[src/pkg/cbt_defs.vh]
`ifndef CBT_DEFS_VH
`define CBT_DEFS_VH

// ----------------------------------------
// widths and sizes
// ----------------------------------------
`define CBT_ADDR_W 32
`define CBT_DATA_W 32
`define CBT_SPACE_W 3
`define CBT_FIFO_DEPTH 4

// ----------------------------------------
// timing
// ----------------------------------------
// one clk cycle models one bus state, i.e. half a bus clock
`define CBT_CLK_NS 20
`define CBT_STATES_PER_BUS_CLK 2
`define CBT_ASYNC_MIN_BUS_CLKS 3
`define CBT_SYNC_MIN_BUS_CLKS 2
`define CBT_BURST_BEATS 4

// ----------------------------------------
// transfer_bytes encodings
// ----------------------------------------
`define CBT_TB_LONG 2'h0
`define CBT_TB_BYTE 2'h1
`define CBT_TB_WORD 2'h2
`define CBT_TB_THREE 2'h3

// ----------------------------------------
// port width codes
// ----------------------------------------
`define CBT_W32 2'h0
`define CBT_W8 2'h1
`define CBT_W16 2'h2
`define CBT_WNONE 2'h3

// ----------------------------------------
// completion entry layout
// ----------------------------------------
`define CBT_ENT_W 37
`define CBT_ENT_DATA_LSB 0
`define CBT_ENT_DATA_MSB 31
`define CBT_ENT_WID_LSB 32
`define CBT_ENT_WID_MSB 33
`define CBT_ENT_CI 34
`define CBT_ENT_ERR 35
`define CBT_ENT_LAST 36

// ----------------------------------------
// reset values
// ----------------------------------------
`define CBT_RST_PIN_N 1'b1
`define CBT_RST_ADDR 32'h00000000
`define CBT_RST_DATA 32'h00000000

`endif

[src/hdl/cbt_ack_dec.v]
`timescale 1ns/1ns
`default_nettype none
`include "cbt_defs.vh"

module cbt_ack_dec
(
    // acknowledge pins, active low
    input wire [1:0] data_size_ack_n,
    input wire autovector_n,
    // decoded result
    output reg ack_rec,
    output reg [1:0] ack_width
);

    // ----------------------------------------
    // dynamic bus sizing decode
    // ----------------------------------------
    // pair to width
    always @*
    begin
        ack_rec = 1'b1;
        ack_width = `CBT_W32;
        if (!autovector_n)
            ack_width = `CBT_W32;
        else if (data_size_ack_n == 2'h0)
            ack_width = `CBT_W32;
        else if (data_size_ack_n == 2'h1)
            ack_width = `CBT_W16;
        else if (data_size_ack_n == 2'h2)
            ack_width = `CBT_W8;
        else
        begin
            ack_rec = 1'b0;
            ack_width = `CBT_WNONE;
        end
    end

endmodule // cbt_ack_dec
`default_nettype wire

[src/hdl/cbt_bus_ctrl.v]
`timescale 1ns/1ns
`default_nettype none
`include "cbt_defs.vh"

module cbt_bus_ctrl
#(
    parameter FIFO_DEPTH = `CBT_FIFO_DEPTH
)
(
    // clock and reset
    input wire clk,
    input wire rst_n,
    // request side
    input wire req_valid,
    output reg req_ready,
    input wire [`CBT_ADDR_W-1:0] req_addr,
    input wire [`CBT_SPACE_W-1:0] req_space,
    input wire [1:0] req_size,
    input wire req_write,
    input wire [`CBT_DATA_W-1:0] req_wdata,
    input wire req_first,
    input wire req_ci_out,
    input wire req_burst,
    input wire req_table,
    input wire req_cache_en,
    input wire req_cancel,
    // completion side
    output wire done_valid,
    input wire done_ready,
    output wire [`CBT_DATA_W-1:0] done_data,
    output wire [1:0] done_width,
    output wire done_ci,
    output wire done_err,
    output wire done_last,
    // bus outputs
    output reg [`CBT_ADDR_W-1:0] address,
    output reg [`CBT_SPACE_W-1:0] space_code,
    output reg read_not_write,
    output reg [1:0] transfer_bytes,
    output reg cache_inhibit_out_n,
    output reg ext_cycle_start_n,
    output reg operand_cycle_start_n,
    output reg address_strobe_n,
    output reg data_strobe_n,
    output reg data_buffer_en_n,
    output reg cache_burst_req_n,
    output reg [`CBT_DATA_W-1:0] data_out,
    output reg data_oe,
    // bus inputs
    input wire [`CBT_DATA_W-1:0] data_in,
    input wire [1:0] data_size_ack_n,
    input wire sync_terminate_n,
    input wire bus_error_n,
    input wire halt_n,
    input wire autovector_n,
    input wire cache_inhibit_in_n,
    input wire cache_burst_ack_n
);

    // ----------------------------------------
    // bus states, one clk per half bus clock
    // ----------------------------------------
    localparam ST_IDLE = 4'h0;
    localparam ST_S0 = 4'h1;
    localparam ST_S1 = 4'h2;
    localparam ST_S2 = 4'h3;
    localparam ST_W1 = 4'h4;
    localparam ST_S3 = 4'h5;
    localparam ST_S4 = 4'h6;
    localparam ST_S5 = 4'h7;
    localparam ST_T2 = 4'h8;
    localparam ST_B1 = 4'h9;
    localparam ST_END = 4'hA;
    localparam ST_HALT = 4'hB;
    localparam integer BEATS = `CBT_BURST_BEATS;
    localparam [1:0] LAST_BEAT = BEATS[1:0] - 2'h1;

    reg [3:0] state;
    // ph high: current state ends on a rising bus clock edge
    reg ph;
    reg r_first;
    reg r_ci_out;
    reg r_write;
    reg r_burst;
    reg r_table;
    reg r_cache_en;
    reg [1:0] r_size;
    reg [1:0] r_off;
    reg ack_seen;
    reg bus_error_seen;
    reg halt_seen;
    reg retry_pend;
    reg ci_lat;
    reg cb_lat;
    reg [1:0] width_lat;
    reg [1:0] beat;

    wire ack_rec;
    wire [1:0] ack_width;
    wire fifo_in_ready;
    wire [2:0] fifo_level;
    wire [`CBT_ENT_W-1:0] fifo_out;
    wire take;
    wire launch;
    wire burst_ok;
    wire ci_eff;
    wire bus_error_now;
    wire retry_now;
    wire push;
    wire room_next;
    wire beat_last;
    reg [`CBT_ENT_W-1:0] entry;

    // ----------------------------------------
    // helpers
    // ----------------------------------------
    function [2:0] cbt_nbytes;
        input [1:0] sz;
        begin
            case (sz)
                `CBT_TB_LONG: cbt_nbytes = 3'h4;
                `CBT_TB_BYTE: cbt_nbytes = 3'h1;
                `CBT_TB_WORD: cbt_nbytes = 3'h2;
                default: cbt_nbytes = 3'h3;
            endcase
        end
    endfunction

    // right-justify the requested bytes from the active lanes
    function [31:0] cbt_align;
        input [31:0] d;
        input [1:0] w;
        input [1:0] off;
        input [1:0] sz;
        reg [2:0] nb;
        reg [2:0] avail;
        reg [2:0] n;
        reg [2:0] sh;
        begin
            nb = cbt_nbytes(sz);
            avail = 3'h4 - {1'b0, off};
            n = (nb < avail) ? nb : avail;
            sh = avail - n;
            if (w == `CBT_W8)
                cbt_align = {24'h000000, d[31:24]};
            else if (w == `CBT_W16)
                cbt_align = {16'h0000, d[31:16]};
            else
                cbt_align = (d >> {sh, 3'h0}) & ~(32'hFFFFFFFF << {n, 3'h0});
        end
    endfunction

    cbt_ack_dec u_ack
    (
        .data_size_ack_n(data_size_ack_n),
        .autovector_n(autovector_n),
        .ack_rec(ack_rec),
        .ack_width(ack_width)
    );

    cbt_fifo #(.WIDTH(`CBT_ENT_W), .DEPTH(FIFO_DEPTH), .AW(2)) u_fifo
    (
        .clk(clk),
        .rst_n(rst_n),
        .in_valid(push),
        .in_ready(fifo_in_ready),
        .in_data(entry),
        .out_valid(done_valid),
        .out_ready(done_ready),
        .out_data(fifo_out),
        .level(fifo_level)
    );

    assign done_data = fifo_out[`CBT_ENT_DATA_MSB:`CBT_ENT_DATA_LSB];
    assign done_width = fifo_out[`CBT_ENT_WID_MSB:`CBT_ENT_WID_LSB];
    assign done_ci = fifo_out[`CBT_ENT_CI];
    assign done_err = fifo_out[`CBT_ENT_ERR];
    assign done_last = fifo_out[`CBT_ENT_LAST];

    assign take = req_valid && req_ready;
    assign launch = take || (state == ST_HALT && halt_n && ph);
    // a burst needs room for every beat, else fall back to one entry
    assign burst_ok = req_burst && !req_write && (fifo_level == 3'h0);
    assign ci_eff = !cache_inhibit_in_n && r_cache_en && !r_ci_out && !r_write && !r_table;
    assign bus_error_now = bus_error_seen || !bus_error_n;
    assign retry_now = bus_error_now && (halt_seen || !halt_n);
    assign beat_last = !(cb_lat && beat != LAST_BEAT && !bus_error_seen);
    assign push = (state == ST_S4 && !retry_now) || (state == ST_T2 && !(bus_error_seen && halt_seen));
    assign room_next = push ? (fifo_level < FIFO_DEPTH - 1) : fifo_in_ready;

    // ----------------------------------------
    // completion entry
    // ----------------------------------------
    always @*
    begin
        entry = {`CBT_ENT_W{1'b0}};
        if (state == ST_S4)
        begin
            if (!r_write && ack_seen)
                entry[`CBT_ENT_DATA_MSB:`CBT_ENT_DATA_LSB] = cbt_align(data_in, width_lat, r_off, r_size);
            entry[`CBT_ENT_WID_MSB:`CBT_ENT_WID_LSB] = width_lat;
            entry[`CBT_ENT_CI] = ci_lat;
            entry[`CBT_ENT_ERR] = bus_error_now;
            entry[`CBT_ENT_LAST] = 1'b1;
        end
        else
        begin
            if (!r_write)
                entry[`CBT_ENT_DATA_MSB:`CBT_ENT_DATA_LSB] = cbt_align(data_in, `CBT_W32, r_off, r_size);
            entry[`CBT_ENT_WID_MSB:`CBT_ENT_WID_LSB] = `CBT_W32;
            entry[`CBT_ENT_CI] = ci_lat;
            entry[`CBT_ENT_ERR] = bus_error_seen;
            entry[`CBT_ENT_LAST] = beat_last;
        end
    end

    // ----------------------------------------
    // request capture and S0 pins
    // ----------------------------------------
    always @(posedge clk or negedge rst_n)
    begin
        if (!rst_n)
        begin
            address <= `CBT_RST_ADDR;
            space_code <= {`CBT_SPACE_W{1'b0}};
            read_not_write <= 1'b1;
            transfer_bytes <= `CBT_TB_LONG;
            cache_inhibit_out_n <= `CBT_RST_PIN_N;
            data_out <= `CBT_RST_DATA;
            r_first <= 1'b0;
            r_ci_out <= 1'b0;
            r_write <= 1'b0;
            r_burst <= 1'b0;
            r_table <= 1'b0;
            r_cache_en <= 1'b0;
            r_size <= `CBT_TB_LONG;
            r_off <= 2'h0;
        end
        else if (take)
        begin
            address <= req_addr;
            space_code <= req_space;
            read_not_write <= !req_write;
            transfer_bytes <= req_size;
            cache_inhibit_out_n <= !req_ci_out;
            data_out <= req_wdata;
            r_first <= req_first;
            r_ci_out <= req_ci_out;
            r_write <= req_write;
            r_burst <= burst_ok;
            r_table <= req_table;
            r_cache_en <= req_cache_en;
            r_size <= req_size;
            r_off <= req_addr[1:0];
        end
    end

    // ----------------------------------------
    // cycle sequencer
    // ----------------------------------------
    always @(posedge clk or negedge rst_n)
    begin
        if (!rst_n)
        begin
            state <= ST_IDLE;
            ph <= 1'b0;
            req_ready <= 1'b0;
            ext_cycle_start_n <= `CBT_RST_PIN_N;
            operand_cycle_start_n <= `CBT_RST_PIN_N;
            address_strobe_n <= `CBT_RST_PIN_N;
            data_strobe_n <= `CBT_RST_PIN_N;
            data_buffer_en_n <= `CBT_RST_PIN_N;
            cache_burst_req_n <= `CBT_RST_PIN_N;
            data_oe <= 1'b0;
            ack_seen <= 1'b0;
            bus_error_seen <= 1'b0;
            halt_seen <= 1'b0;
            retry_pend <= 1'b0;
            ci_lat <= 1'b0;
            cb_lat <= 1'b0;
            width_lat <= `CBT_WNONE;
            beat <= 2'h0;
        end
        else
        begin
            ph <= ~ph;
            req_ready <= 1'b0;
            if (launch)
            begin
                state <= ST_S0;
                ext_cycle_start_n <= 1'b0;
                operand_cycle_start_n <= take ? !req_first : !r_first;
                cache_burst_req_n <= take ? !burst_ok : !r_burst;
                data_buffer_en_n <= 1'b1;
                data_oe <= 1'b0;
                ack_seen <= 1'b0;
                bus_error_seen <= 1'b0;
                halt_seen <= 1'b0;
                retry_pend <= 1'b0;
                ci_lat <= 1'b0;
                cb_lat <= 1'b0;
                width_lat <= `CBT_WNONE;
                beat <= 2'h0;
            end
            else
            begin
                case (state)
                    ST_IDLE:
                    begin
                        req_ready <= !ph && room_next;
                    end
                    ST_S0:
                    begin
                        ext_cycle_start_n <= 1'b1;
                        operand_cycle_start_n <= 1'b1;
                        if (req_cancel)
                        begin
                            cache_burst_req_n <= 1'b1;
                            state <= ST_IDLE;
                        end
                        else
                        begin
                            address_strobe_n <= 1'b0;
                            data_strobe_n <= r_write;
                            data_buffer_en_n <= !r_write;
                            state <= ST_S1;
                        end
                    end
                    ST_S1, ST_W1:
                    begin
                        data_oe <= r_write;
                        if (!sync_terminate_n)
                        begin
                            cb_lat <= r_burst && !cache_burst_ack_n;
                            ci_lat <= ci_eff;
                            bus_error_seen <= !bus_error_n;
                            halt_seen <= !halt_n;
                            state <= ST_T2;
                        end
                        else
                            state <= ST_S2;
                        if (!r_write)
                            data_buffer_en_n <= 1'b0;
                    end
                    ST_S2:
                    begin
                        if (r_write)
                            data_strobe_n <= 1'b0;
                        // wait one bus clock per miss
                        if (ack_rec || !bus_error_n)
                        begin
                            ack_seen <= ack_rec;
                            width_lat <= ack_width;
                            bus_error_seen <= !bus_error_n;
                            halt_seen <= !halt_n;
                            state <= ST_S3;
                        end
                        else
                            state <= ST_W1;
                    end
                    ST_S3:
                    begin
                        ci_lat <= ci_eff;
                        state <= ST_S4;
                    end
                    ST_S4:
                    begin
                        // data latched via push this edge
                        address_strobe_n <= 1'b1;
                        data_strobe_n <= 1'b1;
                        data_buffer_en_n <= 1'b1;
                        cache_burst_req_n <= 1'b1;
                        bus_error_seen <= bus_error_now;
                        halt_seen <= halt_seen || !halt_n;
                        retry_pend <= retry_now;
                        req_ready <= !retry_now && room_next;
                        state <= ST_S5;
                    end
                    ST_T2:
                    begin
                        beat <= beat + 2'h1;
                        // next beat at earliest one bus clock on
                        if (!beat_last)
                            state <= ST_B1;
                        else
                        begin
                            address_strobe_n <= 1'b1;
                            data_strobe_n <= 1'b1;
                            data_buffer_en_n <= 1'b1;
                            cache_burst_req_n <= 1'b1;
                            retry_pend <= bus_error_seen && halt_seen;
                            req_ready <= !(bus_error_seen && halt_seen) && room_next;
                            state <= ST_END;
                        end
                    end
                    ST_B1:
                    begin
                        // each beat ends on terminate or bus error
                        // waits stay whole bus clocks so S0 keeps ph low
                        if (ph && (!sync_terminate_n || !bus_error_n))
                        begin
                            bus_error_seen <= !bus_error_n;
                            halt_seen <= !halt_n;
                            state <= ST_T2;
                        end
                    end
                    ST_S5, ST_END:
                    begin
                        data_oe <= 1'b0;
                        state <= retry_pend ? ST_HALT : ST_IDLE;
                    end
                    ST_HALT:
                    begin
                        state <= ST_HALT;
                    end
                    default:
                    begin
                        state <= ST_IDLE;
                    end
                endcase
            end
        end
    end

endmodule // cbt_bus_ctrl
`default_nettype wire

[src/hdl/cbt_fifo.v]
`timescale 1ns/1ns
`default_nettype none
`include "cbt_defs.vh"

module cbt_fifo
#(
    parameter WIDTH = `CBT_ENT_W,
    parameter DEPTH = `CBT_FIFO_DEPTH,
    parameter AW = 2
)
(
    // clock and reset
    input wire clk,
    input wire rst_n,
    // fill side
    input wire in_valid,
    output wire in_ready,
    input wire [WIDTH-1:0] in_data,
    // drain side
    output wire out_valid,
    input wire out_ready,
    output wire [WIDTH-1:0] out_data,
    // occupancy
    output reg [AW:0] level
);

    reg [WIDTH-1:0] mem [0:DEPTH-1];
    reg [AW-1:0] wptr;
    reg [AW-1:0] rptr;
    wire push;
    wire pop;

    assign in_ready = (level != DEPTH[AW:0]);
    assign out_valid = (level != {(AW+1){1'b0}});
    assign out_data = mem[rptr];
    assign push = in_valid && in_ready;
    assign pop = out_valid && out_ready;

    // ----------------------------------------
    // pointers and storage
    // ----------------------------------------
    always @(posedge clk or negedge rst_n)
    begin
        if (!rst_n)
        begin
            wptr <= {AW{1'b0}};
            rptr <= {AW{1'b0}};
            level <= {(AW+1){1'b0}};
        end
        else
        begin
            if (push)
                wptr <= (wptr == DEPTH[AW-1:0] - 1'b1) ? {AW{1'b0}} : wptr + 1'b1;
            if (pop)
                rptr <= (rptr == DEPTH[AW-1:0] - 1'b1) ? {AW{1'b0}} : rptr + 1'b1;
            if (push && !pop)
                level <= level + 1'b1;
            else if (pop && !push)
                level <= level - 1'b1;
        end
    end

    // storage holds no control state, so it needs no reset
    always @(posedge clk)
    begin
        if (push)
            mem[wptr] <= in_data;
    end

endmodule // cbt_fifo
`default_nettype wire

[config.mk]
export PLATFORM = sky130hd
export DESIGN_NAME = cbt_bus_ctrl
export DESIGN_NICKNAME = d
export VERILOG_FILES = /design/src/hdl/cbt_ack_dec.v /design/src/hdl/cbt_bus_ctrl.v /design/src/hdl/cbt_fifo.v
export VERILOG_INCLUDE_DIRS = /design/src /design/src/pkg
export SDC_FILE = /design/constraint.sdc
export NUM_CORES = 1
export LEC_CHECK = 0
export ABC_AREA = 1
export BUFFER_PORTS_ARGS = -buffer_cell sky130_fd_sc_hd__buf_2
export CAP_MARGIN = 20
export CELL_PAD_IN_SITES_DETAIL_PLACEMENT = 0
export CELL_PAD_IN_SITES_GLOBAL_PLACEMENT = 1
export CORE_MARGIN = 2
export CORE_UTILIZATION = 42
export CTS_BUF_LIST = sky130_fd_sc_hd__clkbuf_8 sky130_fd_sc_hd__clkbuf_16
export CTS_CLUSTER_DIAMETER = 120
export DETAILED_ROUTE_END_ITERATION = 10
export GPL_TIMING_DRIVEN = 1
export PLACE_DENSITY = 0.84
export SLEW_MARGIN = 20
export SYNTH_ARGS = -nofsm -noshare
export SYNTH_HDL_FRONTEND = slang
export SYNTH_SLANG_ARGS = --single-unit
[constraint.sdc]
create_clock -name clk -period 4.4 [get_ports clk]
set_clock_uncertainty 0.1 [all_clocks]
set_input_delay 0.22 -clock clk [delete_from_list [all_inputs] [get_ports clk]]
set_output_delay 0.22 -clock clk [all_outputs]
set_load 0.01 [all_outputs]
### After elaboration in Yosys (flattened, before gate mapping)

Memory sizes are Yosys's and may differ from the RTL's.
Index checks and enable logic that the tools add are counted.

* mux-type cells: 85
* add/subtract/negate cells: 8
* bitwise operators: 6
* $lt $le $gt $ge: 3
* shift operators: 4
* reductions and logical operators: 83
* equality and inequality tests: 33

Operator list (number)
* 32-bit 2-to-1 mux: 4
* 32-bit AND: 2
* 32-bit inverter: 2
* 32-bit by 6-bit << shifter with 32-bit output, first input constant: 2
* 32-bit by 6-bit right shift with 32-bit output: 2
* 1-bit 2-to-1 mux: 43
* 4-bit case mux with 10 select lines: 1
* 37-bit 2-to-1 mux: 1
* 2-bit 2-to-1 mux: 13
* 1-bit logical AND: 25
* 3-bit 2-to-1 mux: 8
* 3-bit != test, second input constant: 8
* 1-bit zero test: 21
* 4-bit by 3-bit == test with 1-bit output, second input constant: 4
* 4-bit == test, second input constant: 4
* 4-bit 2-to-1 mux: 4
* 1-bit case mux with 4 select lines: 4
* 3-bit nonzero test: 5
* 4-bit AND reduction: 3
* 2-bit nonzero test: 6
* 2-bit == test, second input constant: 5
* 2-bit != test, second input constant: 5
* 2-bit AND reduction: 5
* 5-bit nonzero test: 2
* other kinds (23): 43

* flip-flop bits (word level): 109
* RAM bits: 148
* memories: 1
* output and inout bits: 117
* logic and storage cells: 257
* bits of input ports: 120

Memories
* u_fifo.mem: depth 4, width 37, rd ports 1, clocked after memory_dff 0, wr ports 1, RTL line cbt_fifo.v:27 `reg [WIDTH-1:0] mem [0:DEPTH-1];`

### Depth between registers and ports, before layout

* depth in word-level cells: 13
* gate-level depth with buffers: 23

### Modules after synthesis

From an unflattened synthesis, not the netlist that was laid out.

* cells, all modules: 1274
* area, all modules: 11989.0 µm²

By module, submodules not included
* cbt_fifo: area an instance 6382.4 µm², instances 1, cells each 490, sequential area each 4619.4 µm²
* cbt_bus_ctrl: area an instance 5586.6 µm², instances 1, cells each 779, sequential area each 2514.9 µm²
* cbt_ack_dec: area an instance 20.0 µm², instances 1, cells each 5, sequential area each 0.0 µm²

### Worst setup path after synthesis

OpenSTA, ideal clock, no wires.

* kind: register to register
* start point: register address[0] (netlist name)
* end point: memory u_fifo.mem[0][27] (netlist name) (data pin)
* data arrival time: 3081 ps
* clock period less this slack: 3421 ps
* cell stages (with the launch flop): 19
* setup time: 240 ps
* path slack: 979 ps
* cells stage by stage: dfrtp_1 -> inv_1 -> ha_1 -> inv_1 -> ha_1 -> nand2_1 -> inv_1 -> nand2_1 -> nand2_1 -> nand2_1 -> nand2_1 -> inv_1 -> ha_1 -> inv_1 -> ha_1 -> inv_2 -> clkbuf_1 -> nand2_1 -> nor4_1

RTL lines (RTL line)
* end: declaration: cbt_fifo.v:27

==> summary.txt <==
Worst setup path
  • CP Capture Type: flop
  • R2R cell count: 17
  • Slowest stage cell, crit path: nor4_1
  • R2R setup slack: 0.44 ns
  • Reg-to-reg startpoint: address[0]$_DFFE_PN0P_
  • Crit-path most repeated cell: nand2_1
  • CP peak stage delay: 0.65 ns
  • WP data required: 4.55 ns
  • CP Class: flop to flop
  • CP max FO: 20
  • CP startpoint kind: flop
  • FF-to-FF End: u_fifo.mem[2][31]$_DFFE_PP_
  • CP arrival: 4.11 ns
  • Critical path, cell by cell: inv_1 -> ha_1 -> inv_1 -> ha_1 -> nand2_1 -> inv_1 -> nand2_1 -> nand2_1 -> nand2_1 -> nand2_1 -> inv_1 -> ha_1 -> inv_1 -> ha_1 -> inv_2 -> nand2_1 -> nor4_1

Floorplan
  • Starting density of the core: 0.425
  • Die Footprint: 0.0284 mm²
  • Die Wd: 169 µm
  • Rows: 60
  • Core area: 0.0268 mm²
  • Io pins: 237
  • Overall die height: 169 µm

Clocking
  • Max Root-Sink Buffers: 3
  • H-tree levels: 1
  • CTS root buf: clkbuf_16
  • Post-CTS Setup Bufs: 0
  • Num CTS Buffers: 28
  • CTS resizes: 0
  • Clk Latency, worst-skew pair: 0.54 ns
  • TritonCTS clock tree: yes
  • Clk pin slew, worst setup/hold paths: 0.06 ns
  • Clock sink count: 255

Routing
  • Residual DRC: 0
  • Post-Route WL: 31800 µm
  • DRT Pass-1 Iters: 5
  • Final ANT Viol Nets: 0
  • DR iter-0 viols: 696
  • Vias: 9549
  • DR vias/cell: 5.16
  • Drt wl/cell: 17.2 µm

Power
  • Power Total: 12.7 mW
  • IR drop worst, VDD: 0.856 mV
  • Pleak: 6.66 nW
  • P per Cell Area: 858 mW/mm²

Yosys
  • Asr flop ratio synth: 0.420
  • Mapped Nets: 1310
  • Synth Warn #: 0
  • Mapped cell area: 0.0114 mm²
  • Synthesized area per cell: 9.69 µm²
  • Post-synthesis sequential area ratio: 0.627
  • Post-synthesis cell type count: 46
  • Commonest register cell after synthesis: edfxtp_1
  • #FFs+latches synth: 255
  • EDFF count, synth: 148
  • Syn Inst Count: 1175

Global route
  • Total global routing track utilization: 0.222
  • Largest net degree at the start of global routing: 77
  • Antenna violations before repair: 2
  • Grt total ovfl: 0
  • Vias in the first global route: 9415
  • First-pass GRT wire length: 50000 µm

Hold path
  • Worst hold start: bus_error_n
  • Worst hold path depth: 4
  • WHS Endpoint: bus_error_seen$_DFFE_PN0P_
  • Hold crit path type: input pin to flop

Timing
  • Measured slew at the worst slew-check pin: 0.971 ns
  • Unrepaired setup endpoints after global routing: no
  • Tcrit/Tclk final: 0.900
  • Slew Limit Fails: 0
  • # setup viols final: 0
  • Fin crit period: 3.96 ns
  • Worst slew margin: 0.353
  • Setup TNS: 0 ns
  • Fin. Hold Viols: 0
  • FMAX: 253 MHz

Placement
  • GPL Wtd Cong: 0.925
  • Cell area after placement: 0.0129 mm²
  • PortBufs: 236
  • Detailed placement HPWL: 21600 µm
  • Dpl cells: 1712

Run status
  • Outcome: completed

Layout
  • Share of cells above drive strength 1: 0.220
  • Fin nets: 1623
  • Leading cell types in the layout, fill and taps excluded: 318 x nand2_1, 235 x buf_2, 148 x edfxtp_1
  • Area grow syn2layout: 29.9%
  • Final instance area: 0.0148 mm²
  • Commonest non-fill, non-tap cell in the layout: nand2_1
  • Post-route insts no fill: 1850

Run
  • Max-cap violations: 0
==> critical path, delay by kind of cell, from the launching register on <==
| kind | cells | cell delay, ns |
|---|---|---|
| and+or+nand+nor | 7 | 1.36 |
| buffers and inverters | 6 | 0.61 |
| adders and majority gates | 4 | 1.22 |
| DFF | 1 | 0.37 |
==> kinds of logic after synthesis <==
| group | after synthesis | synth area share |
|---|---|---|
| buffers and inverters | 139 | 0.0486 |
| AO/OA/AOI/OAI | 239 | 0.118 |
| XOR/XNOR | 3 | 0.00231 |
| multiplexers | 1 | 0.000879 |
| AND/OR/NAND/NOR | 523 | 0.187 |
| flip-flops | 255 | 0.627 |
| adder cells (fa/ha/maj) | 15 | 0.0171 |
==> state kept, by name (all words and copies together), names as in the netlist, 2 cells and up <==
name	count
space_code	3
u_fifo.level	3
u_fifo.rptr	2
u_fifo.wptr	2
u_fifo.mem	148
r_size	2
state	4
width_lat	2
beat	2
address	32
data_out	32
==> power by group <==
part	internal, mW	total (mW)	switching [mW]
registers	3.37	3.68	0.307
logic	2.02	6.47	4.45
clock network	1.60	2.54	0.944
total	6.99	12.7	5.70
==> synth_stat cells, types with 2 or more instances <==
| cell | n | area share |
|---|---|---|
| o22ai_1 | 37 | 0.020 |
| o211ai_1 | 5 | 0.0033 |
| xor2_1 | 2 | 0.0015 |
| a21oi_1 | 28 | 0.012 |
| a22oi_1 | 3 | 0.0020 |
| buf_2 | 12 | 0.0053 |
| o32ai_1 | 2 | 0.0015 |
| edfxtp_1 | 148 | 0.39 |
| buf_4 | 2 | 0.0013 |
| o21ai_0 | 137 | 0.060 |
| dfstp_2 | 10 | 0.023 |
| nor3_2 | 2 | 0.0018 |
| o21a_1 | 8 | 0.0053 |
| clkinv_1 | 3 | 0.00099 |
| nor3_1 | 16 | 0.0070 |
| nand2_4 | 3 | 0.0030 |
| nor4_1 | 4 | 0.0022 |
| a31oi_1 | 7 | 0.0038 |
| clkbuf_1 | 37 | 0.012 |
| inv_1 | 75 | 0.025 |
| inv_2 | 5 | 0.0016 |
| a221oi_1 | 2 | 0.0015 |
| buf_1 | 3 | 0.00099 |
| ha_1 | 14 | 0.015 |
| nand2_1 | 319 | 0.11 |
| nand3_1 | 33 | 0.015 |
| o21ai_1 | 2 | 0.00088 |
| nand2_2 | 3 | 0.0016 |
| dfrtp_1 | 97 | 0.21 |
| nand4_1 | 6 | 0.0033 |
| nor2_1 | 133 | 0.044 |
| o221ai_1 | 3 | 0.0023 |
==> per-stage QoR <==
stage          worst slack (ns)  utilization  hold WS (ns)
6_report                  0.441        0.552        0.0188
5_1_grt                  0.0635        0.552        0.0398
4_1_cts                   0.491        0.552       0.00210
3_5_place_dp              0.518        0.482         0.318
3_3_place_gp              0.667        0.482         0.311
2_1_floorplan             0.979            -        -0.176
==> routing by layer <==
layer | GRT usage | wire length (µm) | share of wire
met1 | 0.295 | 13600 | 0.43
met2 | 0.379 | 15300 | 0.48
met3 | 0.0419 | 2380 | 0.075
met4 | 0.0495 | 511 | 0.016
met5 | 0 | 12 | 0.00038
==> worst max-delay path by stage <==
stage                                       from                           to  slack (ns)  cells past startpoint
final                     address[0]$_DFFE_PN0P_  u_fifo.mem[2][31]$_DFFE_PP_        0.44                     17
after global routing      address[0]$_DFFE_PN0P_  u_fifo.mem[2][31]$_DFFE_PP_        0.06                     15
after CTS                 address[0]$_DFFE_PN0P_  u_fifo.mem[2][31]$_DFFE_PP_        0.49                     17
after detailed placement  address[0]$_DFFE_PN0P_  u_fifo.mem[0][31]$_DFFE_PP_        0.52                     17
after global placement    address[0]$_DFFE_PN0P_  u_fifo.mem[1][31]$_DFFE_PP_        0.67                     17
after floorplan           address[0]$_DFFE_PN0P_  u_fifo.mem[0][27]$_DFFE_PP_        0.98                     18
==> cell type report <==
class                   instances  area [µm²]
multi-input cells             781        3730
clock buffers                  29         726
flip-flops and latches        255        7140
clock inverters                21         280
inverters                      83         312
fillers                      2299       12000
repair buffers                339        2170
diodes                          1        2.50
well taps                     341         427
==> repair_timing <==
action,CTS,global route
hold endpoints to repair,153,0
endpoints found under the setup margin,0,0
hold buffers,87,0
Note: power is estimated with default switching activity, not from simulation.
